<file path="config.mk">
export PLATFORM = sky130hd
export DESIGN_NAME = pled_top
export DESIGN_NICKNAME = d
export VERILOG_FILES = /design/src/shared/pled_pkg.sv /design/src/hdl/pled_top.sv
export VERILOG_INCLUDE_DIRS = /design/src /design/src/shared
export SDC_FILE = /design/constraint.sdc
export NUM_CORES = 1
export LEC_CHECK = 0
export BUFFER_PORTS_ARGS = -buffer_cell sky130_fd_sc_hd__buf_2
export CORE_MARGIN = 5
export CORE_UTILIZATION = 53
export DETAILED_ROUTE_END_ITERATION = 7
export PLACE_DENSITY = 0.8
export SKIP_LAST_GASP = 1
export SLEW_MARGIN = 10
export SYNTH_ARGS = -nofsm -noshare
export SYNTH_HDL_FRONTEND = slang
export SYNTH_SLANG_ARGS = --single-unit
</file>
<file path="constraint.sdc">
create_clock -name pclk -period 2.25 [get_ports pclk]
set_input_delay 0.1125 -clock pclk [delete_from_list [all_inputs] [get_ports pclk]]
set_output_delay 0.1125 -clock pclk [all_outputs]
set_load 0.005 [all_outputs]
</file>
<file path="src/shared/pled_defs.svh">
// register offsets, field positions, reset values and timing counts of the led control
`ifndef PLED_DEFS_SVH
`define PLED_DEFS_SVH

// ------------------------------------------------------------
// register indices (byte address = 4 * (index + PLED_PORT_WORDS * port))
// ------------------------------------------------------------
`define PLED_FUNC_IDX       5'h1D
`define PLED_BEH_IDX        5'h1E
`define PLED_PORT_WORDS     32

// ------------------------------------------------------------
// behaviour register fields and masks, reset values, led count and function field width
// ------------------------------------------------------------
`define PLED_BEH_COMB_OFF   15
`define PLED_BEH_ACT_SPLIT  14
`define PLED_BEH_PULSE_EN   12
`define PLED_BEH_RATE_LO    10
`define PLED_BEH_STRETCH_LO 5
`define PLED_BEH_SPLIT_LO   0
`define PLED_BEH_RW_MASK    16'hDDEF
`define PLED_BEH_STRAP_MASK 16'h0DEF
`define PLED_FUNC_RESET     16'h0000
`define PLED_BEH_RESET      16'h0000
`define PLED_LEDS           4
`define PLED_FUNC_W         4

// ------------------------------------------------------------
// timing
// ------------------------------------------------------------
`define PLED_CLK_MHZ        100
`define PLED_MIN_STRETCH_MS 50
`define PLED_TICK_CYC       (`PLED_MIN_STRETCH_MS * 1000 * `PLED_CLK_MHZ / 2)
`define PLED_PULSE_HZ       5000
`define PLED_PULSE_CYC      (`PLED_CLK_MHZ * 1000000 / `PLED_PULSE_HZ)
`define PLED_PULSE_DUTY_PCT 20

`endif

</file>
<file path="src/shared/pled_pkg.sv">
// types shared by the led control
package pled_pkg;

   // ------------------------------------------------------------
   // led function codes
   // ------------------------------------------------------------
   typedef enum logic [3:0] {
      PLED_LINK_ACT      = 4'h0,
      PLED_LINK1000_ACT  = 4'h1,
      PLED_LINK100_ACT   = 4'h2,
      PLED_LINK10_ACT    = 4'h3,
      PLED_LINK100G_ACT  = 4'h4,
      PLED_LINK10G_ACT   = 4'h5,
      PLED_LINK10_100ACT = 4'h6,
      PLED_FIBER_LINKACT = 4'h7,
      PLED_DUPLEX_COL    = 4'h8,
      PLED_COLLISION     = 4'h9,
      PLED_ACTIVITY      = 4'hA,
      PLED_FIBER_ACT     = 4'hB,
      PLED_ANEG_FAULT    = 4'hC,
      PLED_SERIAL        = 4'hD,
      PLED_FORCE_OFF     = 4'hE,
      PLED_FORCE_ON      = 4'hF
   } pled_mode_type;

   typedef enum logic [1:0] {
      PLED_SPD_10   = 2'h0,
      PLED_SPD_100  = 2'h1,
      PLED_SPD_1000 = 2'h2,
      PLED_SPD_RSVD = 2'h3
   } pled_speed_type;

   typedef struct packed {
      logic       hit;
      logic       beh;
      logic [7:0] port;
   } pled_dec_type;

endpackage : pled_pkg

</file>
<file path="src/hdl/pled_top.sv">
// led indicator control: apb registers, timing and per-led function logic
`timescale 1ns/1ps
`include "pled_defs.svh"

module pled_top
   import pled_pkg::*;
#(
   parameter int NUM_PORTS    = 2,
   parameter int ADDR_W       = 12,
   parameter int TICK_CYCLES  = `PLED_TICK_CYC,
   parameter int PULSE_CYCLES = `PLED_PULSE_CYC
) (
   input  wire logic                     pclk,
   input  wire logic                     presetn,
   input  wire logic                     ce,
   input  wire logic                     psel,
   input  wire logic                     penable,
   input  wire logic                     pwrite,
   input  wire logic [ADDR_W-1:0]        paddr,
   input  wire logic [31:0]              pwdata,
   output logic      [31:0]              prdata,
   output logic                          pready,
   output logic                          pslverr,
   input  wire logic                     soft_reset,
   input  wire logic [15:0]              config_strap_func,
   input  wire logic [15:0]              config_strap_behav,
   input  wire logic [NUM_PORTS-1:0]     cu_link,
   input  wire logic [2*NUM_PORTS-1:0]   cu_speed,
   input  wire logic [NUM_PORTS-1:0]     fiber_link,
   input  wire logic [NUM_PORTS-1:0]     tx_act,
   input  wire logic [NUM_PORTS-1:0]     rx_act,
   input  wire logic [NUM_PORTS-1:0]     fiber_act,
   input  wire logic [NUM_PORTS-1:0]     duplex,
   input  wire logic [NUM_PORTS-1:0]     collision,
   input  wire logic [NUM_PORTS-1:0]     aneg_fault,
   output logic      [4*NUM_PORTS-1:0]   led_on,
   output logic                          serial_mode
);

   // ------------------------------------------------------------
   // parameter checks
   // ------------------------------------------------------------
   localparam int PULSE_ON = PULSE_CYCLES * `PLED_PULSE_DUTY_PCT / 100;
   localparam int TICK_W   = $clog2(TICK_CYCLES + 1);
   localparam int PULSE_W  = $clog2(PULSE_CYCLES + 1);

   if (NUM_PORTS < 1 || NUM_PORTS > 255 || NUM_PORTS * `PLED_PORT_WORDS * 4 > 2 ** ADDR_W) begin : g_bad_ports
      $error("pled_top: port count does not fit the address space");
   end
   if (TICK_CYCLES < 1 || PULSE_CYCLES < 5 || ADDR_W < 7) begin : g_bad_timing
      $error("pled_top: timing or address width too small");
   end

   // ------------------------------------------------------------
   // decode helpers
   // ------------------------------------------------------------
   function automatic pled_dec_type dec_addr(input logic [ADDR_W-1:0] a);
      logic [ADDR_W-3:0] word;
      pled_dec_type      d;
      word   = a[ADDR_W-1:2];
      d.port = 8'(word >> 5);
      d.beh  = (word[4:0] == `PLED_BEH_IDX);
      d.hit  = (a[1:0] == 2'h0) && (int'(d.port) < NUM_PORTS)
               && (word[4:0] == `PLED_FUNC_IDX || d.beh);
      return d;
   endfunction : dec_addr

   function automatic logic speed_ok(input pled_mode_type m, input logic [1:0] s);
      logic g, h, t;
      g = (s == PLED_SPD_1000);
      h = (s == PLED_SPD_100);
      t = (s == PLED_SPD_10);
      unique case (m)
         PLED_LINK1000_ACT:  speed_ok = g;
         PLED_LINK100_ACT:   speed_ok = h;
         PLED_LINK10_ACT:    speed_ok = t;
         PLED_LINK100G_ACT:  speed_ok = h | g;
         PLED_LINK10G_ACT:   speed_ok = t | g;
         PLED_LINK10_100ACT: speed_ok = t | h;
         default:            speed_ok = 1'b1;
      endcase
   endfunction : speed_ok

   // ------------------------------------------------------------
   // registers
   // ------------------------------------------------------------
   logic [15:0]  func_q [NUM_PORTS];
   logic [15:0]  beh_q  [NUM_PORTS];
   logic         strap_done_q;
   pled_dec_type dec;
   logic         acc;
   logic         wr_en;
   logic [15:0]  rd_val;

   // decode follows the held address; the answer is registered a cycle later
   assign dec   = dec_addr(paddr);
   assign acc   = psel & penable;
   assign wr_en = acc & pready & pwrite & dec.hit;

   // soft_reset is deliberately absent here so settings survive it
   always_ff @(posedge pclk or negedge presetn) begin
      if (!presetn) begin
         strap_done_q <= 1'b0;
         for (int p = 0; p < NUM_PORTS; p++) begin
            func_q[p] <= `PLED_FUNC_RESET;
            beh_q[p]  <= `PLED_BEH_RESET;
         end
      end else if (ce) begin
         if (!strap_done_q) begin
            // straps are read once, on the first enabled edge after reset
            strap_done_q <= 1'b1;
            for (int p = 0; p < NUM_PORTS; p++) begin
               func_q[p] <= config_strap_func;
               beh_q[p]  <= config_strap_behav & `PLED_BEH_STRAP_MASK;
            end
         end else if (wr_en) begin
            for (int p = 0; p < NUM_PORTS; p++) begin
               if (dec.port == 8'(p)) begin
                  if (dec.beh) begin
                     beh_q[p] <= pwdata[15:0] & `PLED_BEH_RW_MASK;
                  end else begin
                     func_q[p] <= pwdata[15:0];
                  end
               end
            end
         end
      end
   end

   // ports beyond the count read back zero
   always_comb begin
      rd_val = 16'h0000;
      for (int p = 0; p < NUM_PORTS; p++) begin
         if (dec.port == 8'(p)) begin
            rd_val = dec.beh ? beh_q[p] : func_q[p];
         end
      end
   end

   // ------------------------------------------------------------
   // apb slave: one wait state, answer registered
   // ------------------------------------------------------------
   always_ff @(posedge pclk or negedge presetn) begin
      if (!presetn) begin
         pready  <= 1'b0;
         pslverr <= 1'b0;
         prdata  <= 32'h0000_0000;
      end else if (ce) begin
         // low pready marks the first access edge, so each transfer is answered once
         if (acc && !pready) begin
            pready  <= 1'b1;
            pslverr <= !dec.hit;
            prdata  <= (dec.hit && !pwrite) ? {16'h0000, rd_val} : 32'h0000_0000;
         end else begin
            pready  <= 1'b0;
            pslverr <= 1'b0;
         end
      end
   end

   // ------------------------------------------------------------
   // shared timing
   // ------------------------------------------------------------
   logic [TICK_W-1:0]  tick_cnt_q;
   logic               tick;
   logic [3:0]         phase_q;
   logic [PULSE_W-1:0] pulse_cnt_q;
   logic               pulse_on_q;
   logic [1:0]         rate;
   logic [4:0]         stretch_len;
   logic               blink;

   // only the first port's copy sets the rate for every port
   assign rate        = beh_q[0][`PLED_BEH_RATE_LO +: 2];
   assign stretch_len = 5'h02 << (2'h3 - rate);
   assign blink       = phase_q[2'h3 - rate];
   // blink half period is 2^(3-rate) ticks and stretch 2^(4-rate) ticks
   assign tick        = (tick_cnt_q == TICK_W'(TICK_CYCLES - 1));

   always_ff @(posedge pclk or negedge presetn) begin
      if (!presetn) begin
         tick_cnt_q <= '0;
         phase_q    <= 4'h0;
      end else if (ce) begin
         if (soft_reset || tick) begin
            tick_cnt_q <= '0;
         end else begin
            tick_cnt_q <= tick_cnt_q + TICK_W'(1);
         end
         if (soft_reset) begin
            phase_q <= 4'h0;
         end else if (tick) begin
            phase_q <= phase_q + 4'h1;
         end
      end
   end

   // one free-running pwm for all leds; only the per-port enable differs
   always_ff @(posedge pclk or negedge presetn) begin
      if (!presetn) begin
         pulse_cnt_q <= '0;
         pulse_on_q  <= 1'b0;
      end else if (ce) begin
         if (soft_reset || pulse_cnt_q == PULSE_W'(PULSE_CYCLES - 1)) begin
            pulse_cnt_q <= '0;
         end else begin
            pulse_cnt_q <= pulse_cnt_q + PULSE_W'(1);
         end
         pulse_on_q <= (pulse_cnt_q < PULSE_W'(PULSE_ON));
      end
   end

   // ------------------------------------------------------------
   // per-led function logic
   // ------------------------------------------------------------
   wire logic [4*NUM_PORTS-1:0] ser_req;

   for (genvar p = 0; p < NUM_PORTS; p++) begin : g_port
      logic comb_off;
      logic split;
      logic lk;
      logic c_act;
      logic f_act;

      // activity sources after the combine and split settings
      assign comb_off = beh_q[p][`PLED_BEH_COMB_OFF];
      assign split    = beh_q[p][`PLED_BEH_ACT_SPLIT];
      assign lk       = cu_link[p] | (!comb_off & fiber_link[p]);
      assign c_act    = split ? tx_act[p] : (tx_act[p] | rx_act[p]);
      assign f_act    = split ? rx_act[p] : fiber_act[p];

      for (genvar l = 0; l < `PLED_LEDS; l++) begin : g_led
         pled_mode_type mode;
         logic          evt;
         logic [4:0]    str_q;
         logic          shown;
         logic          shown_c;
         logic          on;
         logic          serial_ok;

         assign mode      = pled_mode_type'(func_q[p][`PLED_FUNC_W*l +: `PLED_FUNC_W]);
         assign serial_ok = (p == 0) && (l < 2);

         always_comb begin
            unique case (mode)
               PLED_LINK_ACT, PLED_LINK1000_ACT, PLED_LINK100_ACT, PLED_LINK10_ACT,
               PLED_LINK100G_ACT, PLED_LINK10G_ACT, PLED_LINK10_100ACT:
                  evt = c_act | (!comb_off & f_act);
               PLED_FIBER_LINKACT, PLED_FIBER_ACT:
                  evt = f_act;
               PLED_DUPLEX_COL, PLED_COLLISION:
                  evt = collision[p];
               PLED_ACTIVITY:
                  evt = c_act;
               default:
                  evt = 1'b0;
            endcase
         end

         // stretch keeps short activity visible for the chosen time
         always_ff @(posedge pclk or negedge presetn) begin
            if (!presetn) begin
               str_q <= 5'h00;
            end else if (ce) begin
               if (soft_reset) begin
                  str_q <= 5'h00;
               end else if (evt) begin
                  str_q <= stretch_len;
               end else if (tick && str_q != 5'h00) begin
                  str_q <= str_q - 5'h01;
               end
            end
         end

         assign shown   = beh_q[p][`PLED_BEH_STRETCH_LO + l] ?
                          (str_q != 5'h00) : (evt & blink);
         assign shown_c = shown & !beh_q[p][`PLED_BEH_SPLIT_LO + l];

         always_comb begin
            unique case (mode)
               PLED_LINK_ACT, PLED_LINK1000_ACT, PLED_LINK100_ACT, PLED_LINK10_ACT,
               PLED_LINK100G_ACT, PLED_LINK10G_ACT, PLED_LINK10_100ACT:
                  on = lk & speed_ok(mode, cu_speed[2*p +: 2]) & !shown_c;
               PLED_FIBER_LINKACT:
                  on = fiber_link[p] & !shown_c;
               PLED_DUPLEX_COL:
                  on = duplex[p] ^ shown_c;
               PLED_COLLISION, PLED_ACTIVITY, PLED_FIBER_ACT:
                  on = shown;
               PLED_ANEG_FAULT:
                  on = aneg_fault[p];
               PLED_SERIAL:
                  on = 1'b0;
               PLED_FORCE_OFF:
                  on = 1'b0;
               PLED_FORCE_ON:
                  on = 1'b1;
            endcase
         end

         always_ff @(posedge pclk or negedge presetn) begin
            if (!presetn) begin
               led_on[4*p+l] <= 1'b0;
            end else if (ce) begin
               // the pwm gates the final drive, so every function pulses alike
               led_on[4*p+l] <= on & (!beh_q[p][`PLED_BEH_PULSE_EN] | pulse_on_q);
            end
         end

         // serial code on any other led just leaves it dark
         assign ser_req[4*p+l] = serial_ok && (mode == PLED_SERIAL);
      end
   end

   // ------------------------------------------------------------
   // serial mode flag, first port leds 0 and 1 only
   // ------------------------------------------------------------
   always_ff @(posedge pclk or negedge presetn) begin
      if (!presetn) begin
         serial_mode <= 1'b0;
      end else if (ce) begin
         // only a flag: the serial stream itself is not built in this block
         serial_mode <= |ser_req;
      end
   end

endmodule : pled_top

</file>
==> results of run 1 <==
[cells by family after synthesis]
logic type                 Yosys count  synth area share (%)
AOI/OAI and AO/OA                  329                  20.4
buffers and inverters              176                  6.57
xor gates and xnor gates            24                  1.90
DFF                                168                  37.9
adders and majority gates           25                  2.82
other                                1                0.0339
and+or+nand+nor                    419                  19.6
muxes                               94                  10.7
[power by group]
| part | switching [mW] | leakage, nW | internal, mW | total (mW) |
|---|---|---|---|---|
| registers | 0.338 | 2.19 | 3.31 | 3.65 |
| clock network | 1.28 | 0.282 | 1.81 | 3.09 |
| logic | 1.55 | 3.87 | 1.25 | 2.80 |
| total | 3.17 | 6.35 | 6.37 | 9.53 |
[worst register-to-register path, delay by kind of cell (launching register included)]
family                   cells  cell delay [ns]
buffers and inverters        1             0.17
adder cells (fa/ha/maj)      1             0.18
AO/OA/AOI/OAI                2             0.20
flip-flops                   1             0.37
AND/OR/NAND/NOR              5             1.31
[sequential cells by signal (all words and copies together), names as in the netlist]
name / flops
serial_mode: 1
g_port.g_led.str_q: 40
phase_q: 4
strap_done_q: 1
prdata: 16
pready: 1
beh_q: 26
pulse_cnt_q: 15
func_q: 32
tick_cnt_q: 22
pslverr: 1
led_on: 8
pulse_on_q: 1
[Yosys cell counts, types with 11 or more instances]
cell / n
a22o_1: 15
and2_1: 11
clkbuf_1: 53
a21oi_1: 70
nand2b_1: 16
nand3_1: 32
nor3b_1: 12
mux4_2: 14
nor3_1: 41
xor2_1: 14
dfrtp_1: 168
mux2i_1: 22
nor4_1: 13
nor2b_1: 30
o21ai_0: 108
or3_1: 13
mux2_2: 58
ha_1: 25
and3_1: 14
inv_1: 92
buf_4: 16
nand2_1: 89
nand4_1: 16
nor2_1: 94
a21o_1: 12
[layer usage]
metal	global-route usage [%]	up-vias	part of all wire (%)	wire length (um)
li1	-	4859	-	-
met1	39.9	5155	41	14300
met2	42.8	535	46	16000
met3	4.75	114	9.4	3260
met4	9.59	0	3.7	1280
met5	0	-	0	0
[area by class of cell]
cell class	instances	area [um2]
Fill cell	1502	6440
Multi-Input combinational cell	908	6800
Sequential cell	168	4210
Tap cell	270	338
Inverter	92	345
Timing Repair Buffer	244	1700
Clock inverter	11	146
Clock buffer	21	460
[path summary, 6_finish.rpt]
check	from	to	slack [ns]	cells after the start
worst max-delay path	tick_cnt_q[0]$_DFFE_PN0P_	g_port[0].g_led[2].str_q[4]$_DFFE_PN0P_	-0.06	9
worst min-delay path	pwrite	prdata[13]$_DFFE_PN0P_	0.05	4
worst max register to register	tick_cnt_q[0]$_DFFE_PN0P_	g_port[0].g_led[2].str_q[4]$_DFFE_PN0P_	-0.06	9
worst min register to register	prdata[13]$_DFFE_PN0P_	prdata[13]$_DFFE_PN0P_	0.49	2
max in group asynchronous	presetn	g_port[0].g_led[1].str_q[4]$_DFFE_PN0P_	1.37	3
min in group asynchronous	presetn	pulse_cnt_q[6]$_DFFE_PN0P_	0.19	2
[placed cells by master (no fill, tap or decap), types with 21 or more instances in the layout]
cell type,instances
mux2_2,56
nand3_1,32
buf_4,117
mux2i_1,21
ha_1,24
nor3_1,39
buf_2,108
nand2_1,88
dfrtp_1,166
a21oi_1,63
o21ai_0,90
nor2_1,85
inv_1,92
nor2b_1,25
[metrics by stage]
| stage | util (%) | instance area [um2] | power [mW] | hold WS (ns) | TNS (ns) |
|---|---|---|---|---|---|
| 2_1_floorplan | - | 11200 | 5.10 | -0.183 | 0 |
| 3_3_place_gp | 61.5 | 12600 | 5.95 | 0.104 | -0.640 |
| 3_5_place_dp | 61.5 | 12600 | 6.04 | 0.109 | -4.05 |
| 4_1_cts | 65.9 | 13500 | 9.19 | 0.0594 | -0.307 |
| 5_1_grt | 68.5 | 14000 | 9.96 | 0.0823 | -4.00 |
| 6_report | 68.5 | 14000 | 9.53 | 0.0498 | -0.381 |
[what timing repair did]
action | CTS | global route
hold buffers | 1 | 0
pin swaps | 12 | 38
endpoints found under the setup margin | 57 | 64
setup buffers | 7 | 14
hold endpoints to repair | 49 | 0
gates cloned | 3 | 2
gates resized for setup | 44 | 96
==> flow_summary.yaml, run 1 <==
outcome:
  violations: "negative setup slack"
  outcome: "complete, but fails checks"
grt:
  grt-ovfl-total: 0
  grt_first_pass_wirelength_mm: 53.6
  grt_usage_pct: 27.8
  grt_pass1_vias: 10096
  antenna_found_initial: 0
  grt_max_degree: 54
placement:
  pre_cts_slack_ns: -0.166
  dp.cells: 1657
  place_hpwl_mm: 24.7
  port_buffers: 107
  place_congestion: 1.00
critical_path:
  cp-end-kind: "register"
  path_cells: "ha_2 -> and4_4 -> nand4_1 -> or4_4 -> buf_8 -> nor2_4 -> o31ai_4 -> or3_4 -> o211ai_2"
  crit_required_ns: 2.61
  worstSetupPathType: "reg -> reg"
  crit_buf_inv: 1
  cp_max_fo: 5
  cp_slowest_cell: "or4_4"
  startpoint_type: "register"
  path_delay_family: "simple AND/OR/NAND/NOR gates"
  crit_arrival_ns: 2.67
  slowest_delay_ns: 0.49
pwr:
  power_density_nw_per_um2: 681
  ir_worst_vdd_uv: 502
  power_leakage_nw: 6.35
clocking:
  htree_levels: 4
  root_buffer: "clkbuf_16"
  clk-insertion-delay-late_ns: 0.44
  clock_path_buffers: 2
  cts_buffers: 17
  cts_tree: "built"
  clkTransAtPathRegs_ns: 0.07
  cts_num_sinks: 168
yosys:
  synth.top_cell.area_share_pct: 37.9
  avgSynthCellArea_um2: 8.96
  ys_seq_area_share_pct: 37.9
  synth_area_um2: 11100
  yosysTopAreaCell: "dfrtp_1"
  async_flop_share_pct: 100
  synth_top_flop_cell: "dfrtp_1"
  synthTopCellsByArea: "dfrtp_1 (38%), mux2_2 (5.9%), o21ai_0 (4.9%), nor2_1 (3.2%), a21oi_1 (3.2%)"
  synth.distinct_cells: 80
  synth_edf_count: 0
  synth_warnings: 0
  ys_ff_latch: 168
  syn_inst: 1236
finish:
  syn_to_final_growth_pct: 26.3
  drive_gt1_share_pct: 31.0
  n_antenna_cell: 0
  instances_no_fill: 1714
  fin_nets: 1559
drt:
  vias_per_cell: 6.22
  first_pass_iters: 6
  ant_nets: 0
  drtIter0Drc: 1189
  drc: 0
  vias: 10663
  wl_per_cell_um: 20.3
  wirelength_mm: 34.8
floorplanning:
  core_area_um2: 20400
  io_pins: 146
  fp.dieArea_um2: 23900
  start_util_pct: 54.2
  die_h_um: 155
  core.rowCount: 52
  die_w_um: 155
sta:
  clock_skew_ns: 0.0123
  setup_viol: 14
  rsz0062_at_grt: "yes"
  worst_slack_ns: -0.0606
  fmax_mhz: 433
  max_slew_margin_pct: 50.2
  tightest_slew_ns: 0.748
  finalCriticalPeriod_ns: 2.31
  final_max_slew_viol_count: 0
  finalHoldViolCount: 0
  period_share_pct: 103
hold_path:
  min_path_type: "in -> reg"
job:
  drv_cap: 0
(Power assumes the default switching activity.)
==> run 2, diff against run 1 <==
Settings changed: CELL_PAD_IN_SITES_DETAIL_PLACEMENT set to 1, CELL_PAD_IN_SITES_GLOBAL_PLACEMENT set to 1, CORE_ASPECT_RATIO set to 1.75, CORE_UTILIZATION 53 to 41, PLACE_DENSITY 0.8 to 0.81.
==> run 2 against run 1 <==
The run still ends with negative setup slack left; hold slack improved by 0.014 ns; flip-flop and latch count is the same; global-route usage is 0.37 points lower; clock power is essentially flat; fmax decreased by 3.7%; sequential share of layout area fell by 0.55 points; worst setup slack worse by 0.088 ns; critical path depth down 1; clock-buffer cell count is 4 lower.
==> flow_summary.yaml, run 2 (synthesis results as in run 1) <==
floorplanning:
  core.rowCount: 79
  die_h_um: 227
  io_pins: 146
  fp.dieArea_um2: 30500
  die_w_um: 134
  core_area_um2: 26600
  start_util_pct: 41.7
job:
  drv_cap: 0
critical_path:
  cp_slowest_cell: "dfrtp_2"
  startpoint_type: "register"
  worstSetupPathType: "reg -> reg"
  crit_required_ns: 2.58
  path_cells: "mux2_4 -> buf_4 -> or2_4 -> a31oi_4 -> o22ai_4 -> a211o_1 -> a221oi_2 -> o32ai_2"
  cp-end-kind: "register"
  cp_max_fo: 5
  reg2reg_depth: 8
  crit_arrival_ns: 2.73
  slowest_delay_ns: 0.46
  r2r_setup_slack_ns: -0.15
drt:
  ant_nets: 0
  first_pass_iters: 5
  vias: 10990
  wl_per_cell_um: 24.0
  drc: 0
  wirelength_mm: 43.0
  vias_per_cell: 6.13
  drtIter0Drc: 611
outcome:
  violations: "negative setup slack"
  outcome: "complete, but fails checks"
finish:
  n_antenna_cell: 0
  instances_no_fill: 1794
  layout_commonest_cell: "dfrtp_1"
  largest_reg_flops: 40
  syn_to_final_growth_pct: 28.7
  fin_nets: 1585
  postLayoutCellArea_um2: 14300
  regMostFlops: "g_port.g_led.str_q"
  final_cell_mix: "dfrtp_1 (166), buf_4 (146), buf_2 (107)"
  largestRegisters: "g_port.g_led.str_q: 40 flops, func_q: 32 flops, beh_q: 26 flops"
  drive_gt1_share_pct: 32.7
sta:
  final_max_slew_viol_count: 0
  setup_viol: 47
  finalCriticalPeriod_ns: 2.40
  finalHoldViolCount: 0
  fmax_mhz: 417
  max_slew_margin_pct: 50.8
  worst_slack_ns: -0.149
  clock_skew_ns: 0.0123
  fin_hold_ws_ns: 0.0641
  rsz0062_at_grt: "yes"
  fin_setup_tns_ns: -3.38
  tightest_slew_ns: 0.738
  period_share_pct: 107
clocking:
  clkTransAtPathRegs_ns: 0.08
  clock_path_buffers: 2
  cts_num_sinks: 168
  cts_tree: "built"
  clk-insertion-delay-late_ns: 0.46
  cts_buffers: 17
  root_buffer: "clkbuf_16"
  htree_levels: 4
pwr:
  power_density_nw_per_um2: 680
  ir_worst_vdd_uv: 586
  power_leakage_nw: 6.46
placement:
  port_buffers: 107
  place_hpwl_mm: 31.9
  place_congestion: 0.914
  pre_cts_slack_ns: -0.311
  dpl_cell_area_um2: 12900
  dp.cells: 1747
grt:
  antenna_found_initial: 0
  grt_pass1_vias: 11804
  grt_usage_pct: 27.4
  grt-ovfl-total: 0
  grt_max_degree: 53
  grt_first_pass_wirelength_mm: 65.0
hold_path:
  min_path_type: "in -> reg"
  min_path_cells: 3
run 2: cell types whose count changed in the layout (fill, tap and decap cells not counted), sizes merged:
| cell | before | now |
|---|---|---|
| bufinv | 3 | 2 |
| buf | 243 | 269 |
| clkinv | 2 | 3 |
| clkbuf | 21 | 17 |
| clkinvlp | 5 | 4 |
| inv | 93 | 98 |
run 2: area by class of cell:
class	count	area, um2
Fill cell	3073	12300
Multi-Input combinational cell	908	6830
Sequential cell	168	4210
Timing Repair Buffer	270	1880
Clock buffer	17	425
Tap cell	324	405
Inverter	92	345
Clock inverter	15	168
run 2: timing repair:
item	in CTS	in global routing
pin swaps	12	28
setup endpoints to repair	61	71
gates resized for setup	75	75
hold buffers	1	0
gates cloned	1	1
hold endpoints to repair	44	0
buffers inserted	5	11
run 2: stage by stage:
| stage | utilization, % | power [mW] |
|---|---|---|
| finish | 53.6 | 9.70 |
| global route | 53.6 | 10.1 |
| CTS | 52.4 | 9.50 |
| detailed placement | 48.5 | 6.26 |
| global placement | 48.5 | 6.12 |
| floorplan | - | 5.10 |
run 2: worst paths after layout:
kind,startpoint,to
max in group asynchronous,presetn,pulse_cnt_q[5]$_DFFE_PN0P_
min,config_strap_func[12],func_q[12]$_DFFE_PN0P_
min reg2reg,g_port[1].g_led[0].str_q[0]$_DFFE_PN0P_,g_port[1].g_led[0].str_q[0]$_DFFE_PN0P_
max reg2reg,beh_q[30]$_DFFE_PN0P_,led_on[2]$_DFFE_PN0P_
max,beh_q[30]$_DFFE_PN0P_,led_on[2]$_DFFE_PN0P_
min in group asynchronous,presetn,g_port[1].g_led[0].str_q[2]$_DFFE_PN0P_
run 2: critical path, delay by kind of cell, from the launching register on:
family	cells	cell delay, ns
muxes	1	0.35
AOI/OAI and AO/OA	5	1.08
DFF	1	0.46
buffers and inverters	1	0.15
and+or+nand+nor	1	0.24
run 2: routing by layer:
metal / vias to the layer above / wire (um) / global-route usage [%]
met2: 361 / 23300 / 52.0
met5: - / 0 / 0
met1: 5605 / 15500 / 28.3
met4: 0 / 2680 / 16.0
met3: 128 / 1570 / 4.07
li1: 4896 / - / -
run 2: power breakdown:
group	switching (mW)	leakage, nW	internal [mW]
clock network	1.42	0.279	1.66
registers	0.331	2.19	3.31
logic	1.69	3.98	1.29
total	3.43	6.46	6.26
==> run 3, diff against run 2 <==
Settings changed: PLACE_DENSITY 0.81 to not set, PLACE_DENSITY_LB_ADDON set to 0.3.
==> run 3 against run 2 <==
Sequential power is essentially flat; clock-buffer cell count grew 2; utilization shrank 0.080 points; worst setup slack lost 0.070 ns; critical path depth is the same; combinational power shrank 3%; power shrank 1.1%; the flow still finishes with violations (negative setup slack); fmax shrank 2.8%; via count shrank 2.8%.
==> flow_summary.yaml, run 3 (synthesis results as in run 1) <==
drt:
  vias_per_cell: 5.98
  ant_nets: 0
  drc: 0
  vias: 10682
  wirelength_mm: 40.9
  drtIter0Drc: 530
  wl_per_cell_um: 22.9
  first_pass_iters: 5
finish:
  fin_nets: 1578
  instances_no_fill: 1786
  multi_input_area_um2: 6850
  seq_area_um2: 4210
  largestRegisters: "g_port.g_led.str_q: 40 flops, func_q: 32 flops, beh_q: 26 flops"
  syn_to_final_growth_pct: 28.5
  layout_commonest_cell: "dfrtp_1"
  regMostFlops: "g_port.g_led.str_q"
  drive_gt1_share_pct: 33.0
  largest_reg_flops: 40
  n_antenna_cell: 0
  fillers: 3048
  final_cell_mix: "dfrtp_1 (166), buf_4 (141), buf_2 (106)"
grt:
  antenna_found_initial: 0
  grt_use_met1_pct: 28.1
  grt_use_met2_pct: 49.9
  grt_usage_pct: 26.7
  busiest_layer: "met2"
  grt_first_pass_wirelength_mm: 63.0
  grt_pass1_vias: 11674
  met3_usage_pct: 3.60
  grt-ovfl-total: 0
  grt_max_degree: 59
floorplanning:
  die_h_um: 227
  core_area_um2: 26600
  io_pins: 146
  core.rowCount: 79
  die_w_um: 134
  start_util_pct: 41.7
  fp.dieArea_um2: 30500
sta:
  rsz0062_at_grt: "yes"
  fin_hold_ws_ns: 0.0588
  fin_setup_tns_ns: -5.88
  finalHoldViolCount: 0
  worst_slack_ns: -0.219
  tightest_slew_ns: 0.787
  period_share_pct: 110
  finalCriticalPeriod_ns: 2.47
  fmax_mhz: 405
  clock_skew_ns: 0.0111
  final_max_slew_viol_count: 0
  setup_viol: 54
  max_slew_margin_pct: 47.6
critical_path:
  cp-end-kind: "register"
  critPathLaunch: "beh_q[14]$_DFFE_PN0P_"
  reg2reg_depth: 8
  slowest_delay_ns: 0.42
  rr_endpoint: "g_port[1].g_led[3].str_q[4]$_DFFE_PN0P_"
  path_delay_family: "compound AO/OA/AOI/OAI gates"
  worstSetupPathType: "reg -> reg"
  r2r_setup_slack_ns: -0.22
  path_cells: "mux2_4 -> and3_1 -> a311oi_4 -> o21bai_4 -> buf_4 -> nor3_2 -> a32oi_1 -> o22ai_4"
  cp_slowest_cell: "dfrtp_1"
  crit_arrival_ns: 2.85
  cp_max_fo: 8
  r2r-start: "beh_q[14]$_DFFE_PN0P_"
  crit_buf_inv: 1
  startpoint_type: "register"
  crit_required_ns: 2.63
job:
  drv_cap: 0
clocking:
  cts_buffers: 17
  htree_levels: 4
  clkTransAtPathRegs_ns: 0.07
  clock_path_buffers: 2
  cts_num_sinks: 168
  root_buffer: "clkbuf_16"
  cts_tree: "built"
  clk-insertion-delay-late_ns: 0.46
hold_path:
  min_delay_worst_endpoint: "beh_q[12]$_DFFE_PN0P_"
  min_path_cells: 3
  min_path_type: "in -> reg"
  min-delay-start: "pwdata[12]"
pwr:
  power_leakage_nw: 6.46
  combPwrFrac_pct: 30.2
  clkPwrFrac_pct: 31.8
  ir_worst_vdd_uv: 620
  power.switching_mw: 3.33
  sw_frac_of_total_pct: 34.7
  p_int_mw: 6.26
  power_mw: 9.59
  p_seq_share_pct: 38.0
  power_density_nw_per_um2: 674
outcome:
  outcome: "complete, but fails checks"
  violations: "negative setup slack"
placement:
  port_buffers: 107
  dp.cells: 1739
  place_congestion: 0.928
  pre_cts_slack_ns: -0.398
  place_hpwl_mm: 30.3
## run 3: repair_timing
item                       4_1_cts  5_1_grt
setup endpoints to repair       72       72
pin swaps                       14       27
buffers inserted                 7       10
resized for setup               68       86
hold buffers                     1        0
gates cloned                     1        1
hold endpoints to repair        54        0
## run 3: layout make-up
type                       count  area share [%]
clock buffer                  19            3.11
clock inverter                12            1.00
inverter                      92            2.43
multi-input combinational    908            48.1
sequential                   168            29.6
tap                          324            2.85
timing repair buffer         263            12.9
## run 3: stage by stage
step,utilization (%),cell area [um2]
after detailed placement,48.4,12900
after floorplan,-,11200
after CTS,52.1,13800
after global placement,48.4,12900
after global routing,53.5,14200
final,53.5,14200
## run 3: worst max-delay path by stage
| stage | slack, ns | depth (start not counted) | endpoint |
|---|---|---|---|
| 5_1_grt | -0.27 | 9 | g_port[0].g_led[2].str_q[4]$_DFFE_PN0P_ |
| 2_1_floorplan | 0.008 | 9 | g_port[0].g_led[2].str_q[4]$_DFFE_PN0P_ |
| 4_1_cts | -0.20 | 9 | g_port[0].g_led[2].str_q[4]$_DFFE_PN0P_ |
| 3_3_place_gp | -0.36 | 8 | tick_cnt_q[12]$_DFFE_PN0P_ |
| 6_report | -0.22 | 8 | g_port[1].g_led[3].str_q[4]$_DFFE_PN0P_ |
| 3_5_place_dp | -0.40 | 9 | g_port[0].g_led[0].str_q[4]$_DFFE_PN0P_ |
## run 3: power groups by stage
stage	clock network (mW)	registers (mW)	logic [mW]
after global routing	3.20	3.68	3.14
final	3.05	3.65	2.89
after detailed placement	0	3.68	2.53
after global placement	0	3.66	2.44
after floorplan	0	3.55	1.55
after CTS	3.09	3.64	2.72
## run 3: metal layers
metal  share of wire (%)  vias up
li1                    -     4884
met1                  37     5418
met2                  55      272
met3                 2.8      108
met4                 5.7        0
met5                   0        -
## run 3: worst reg2reg max path, cell delays in order, from the launching register on
cell and delay [ns]:
dfrtp_1 0.42, mux2_4 0.37, and3_1 0.23, a311oi_4 0.40
o21bai_4 0.18, buf_4 0.21, nor3_2 0.15, a32oi_1 0.22
o22ai_4 0.23
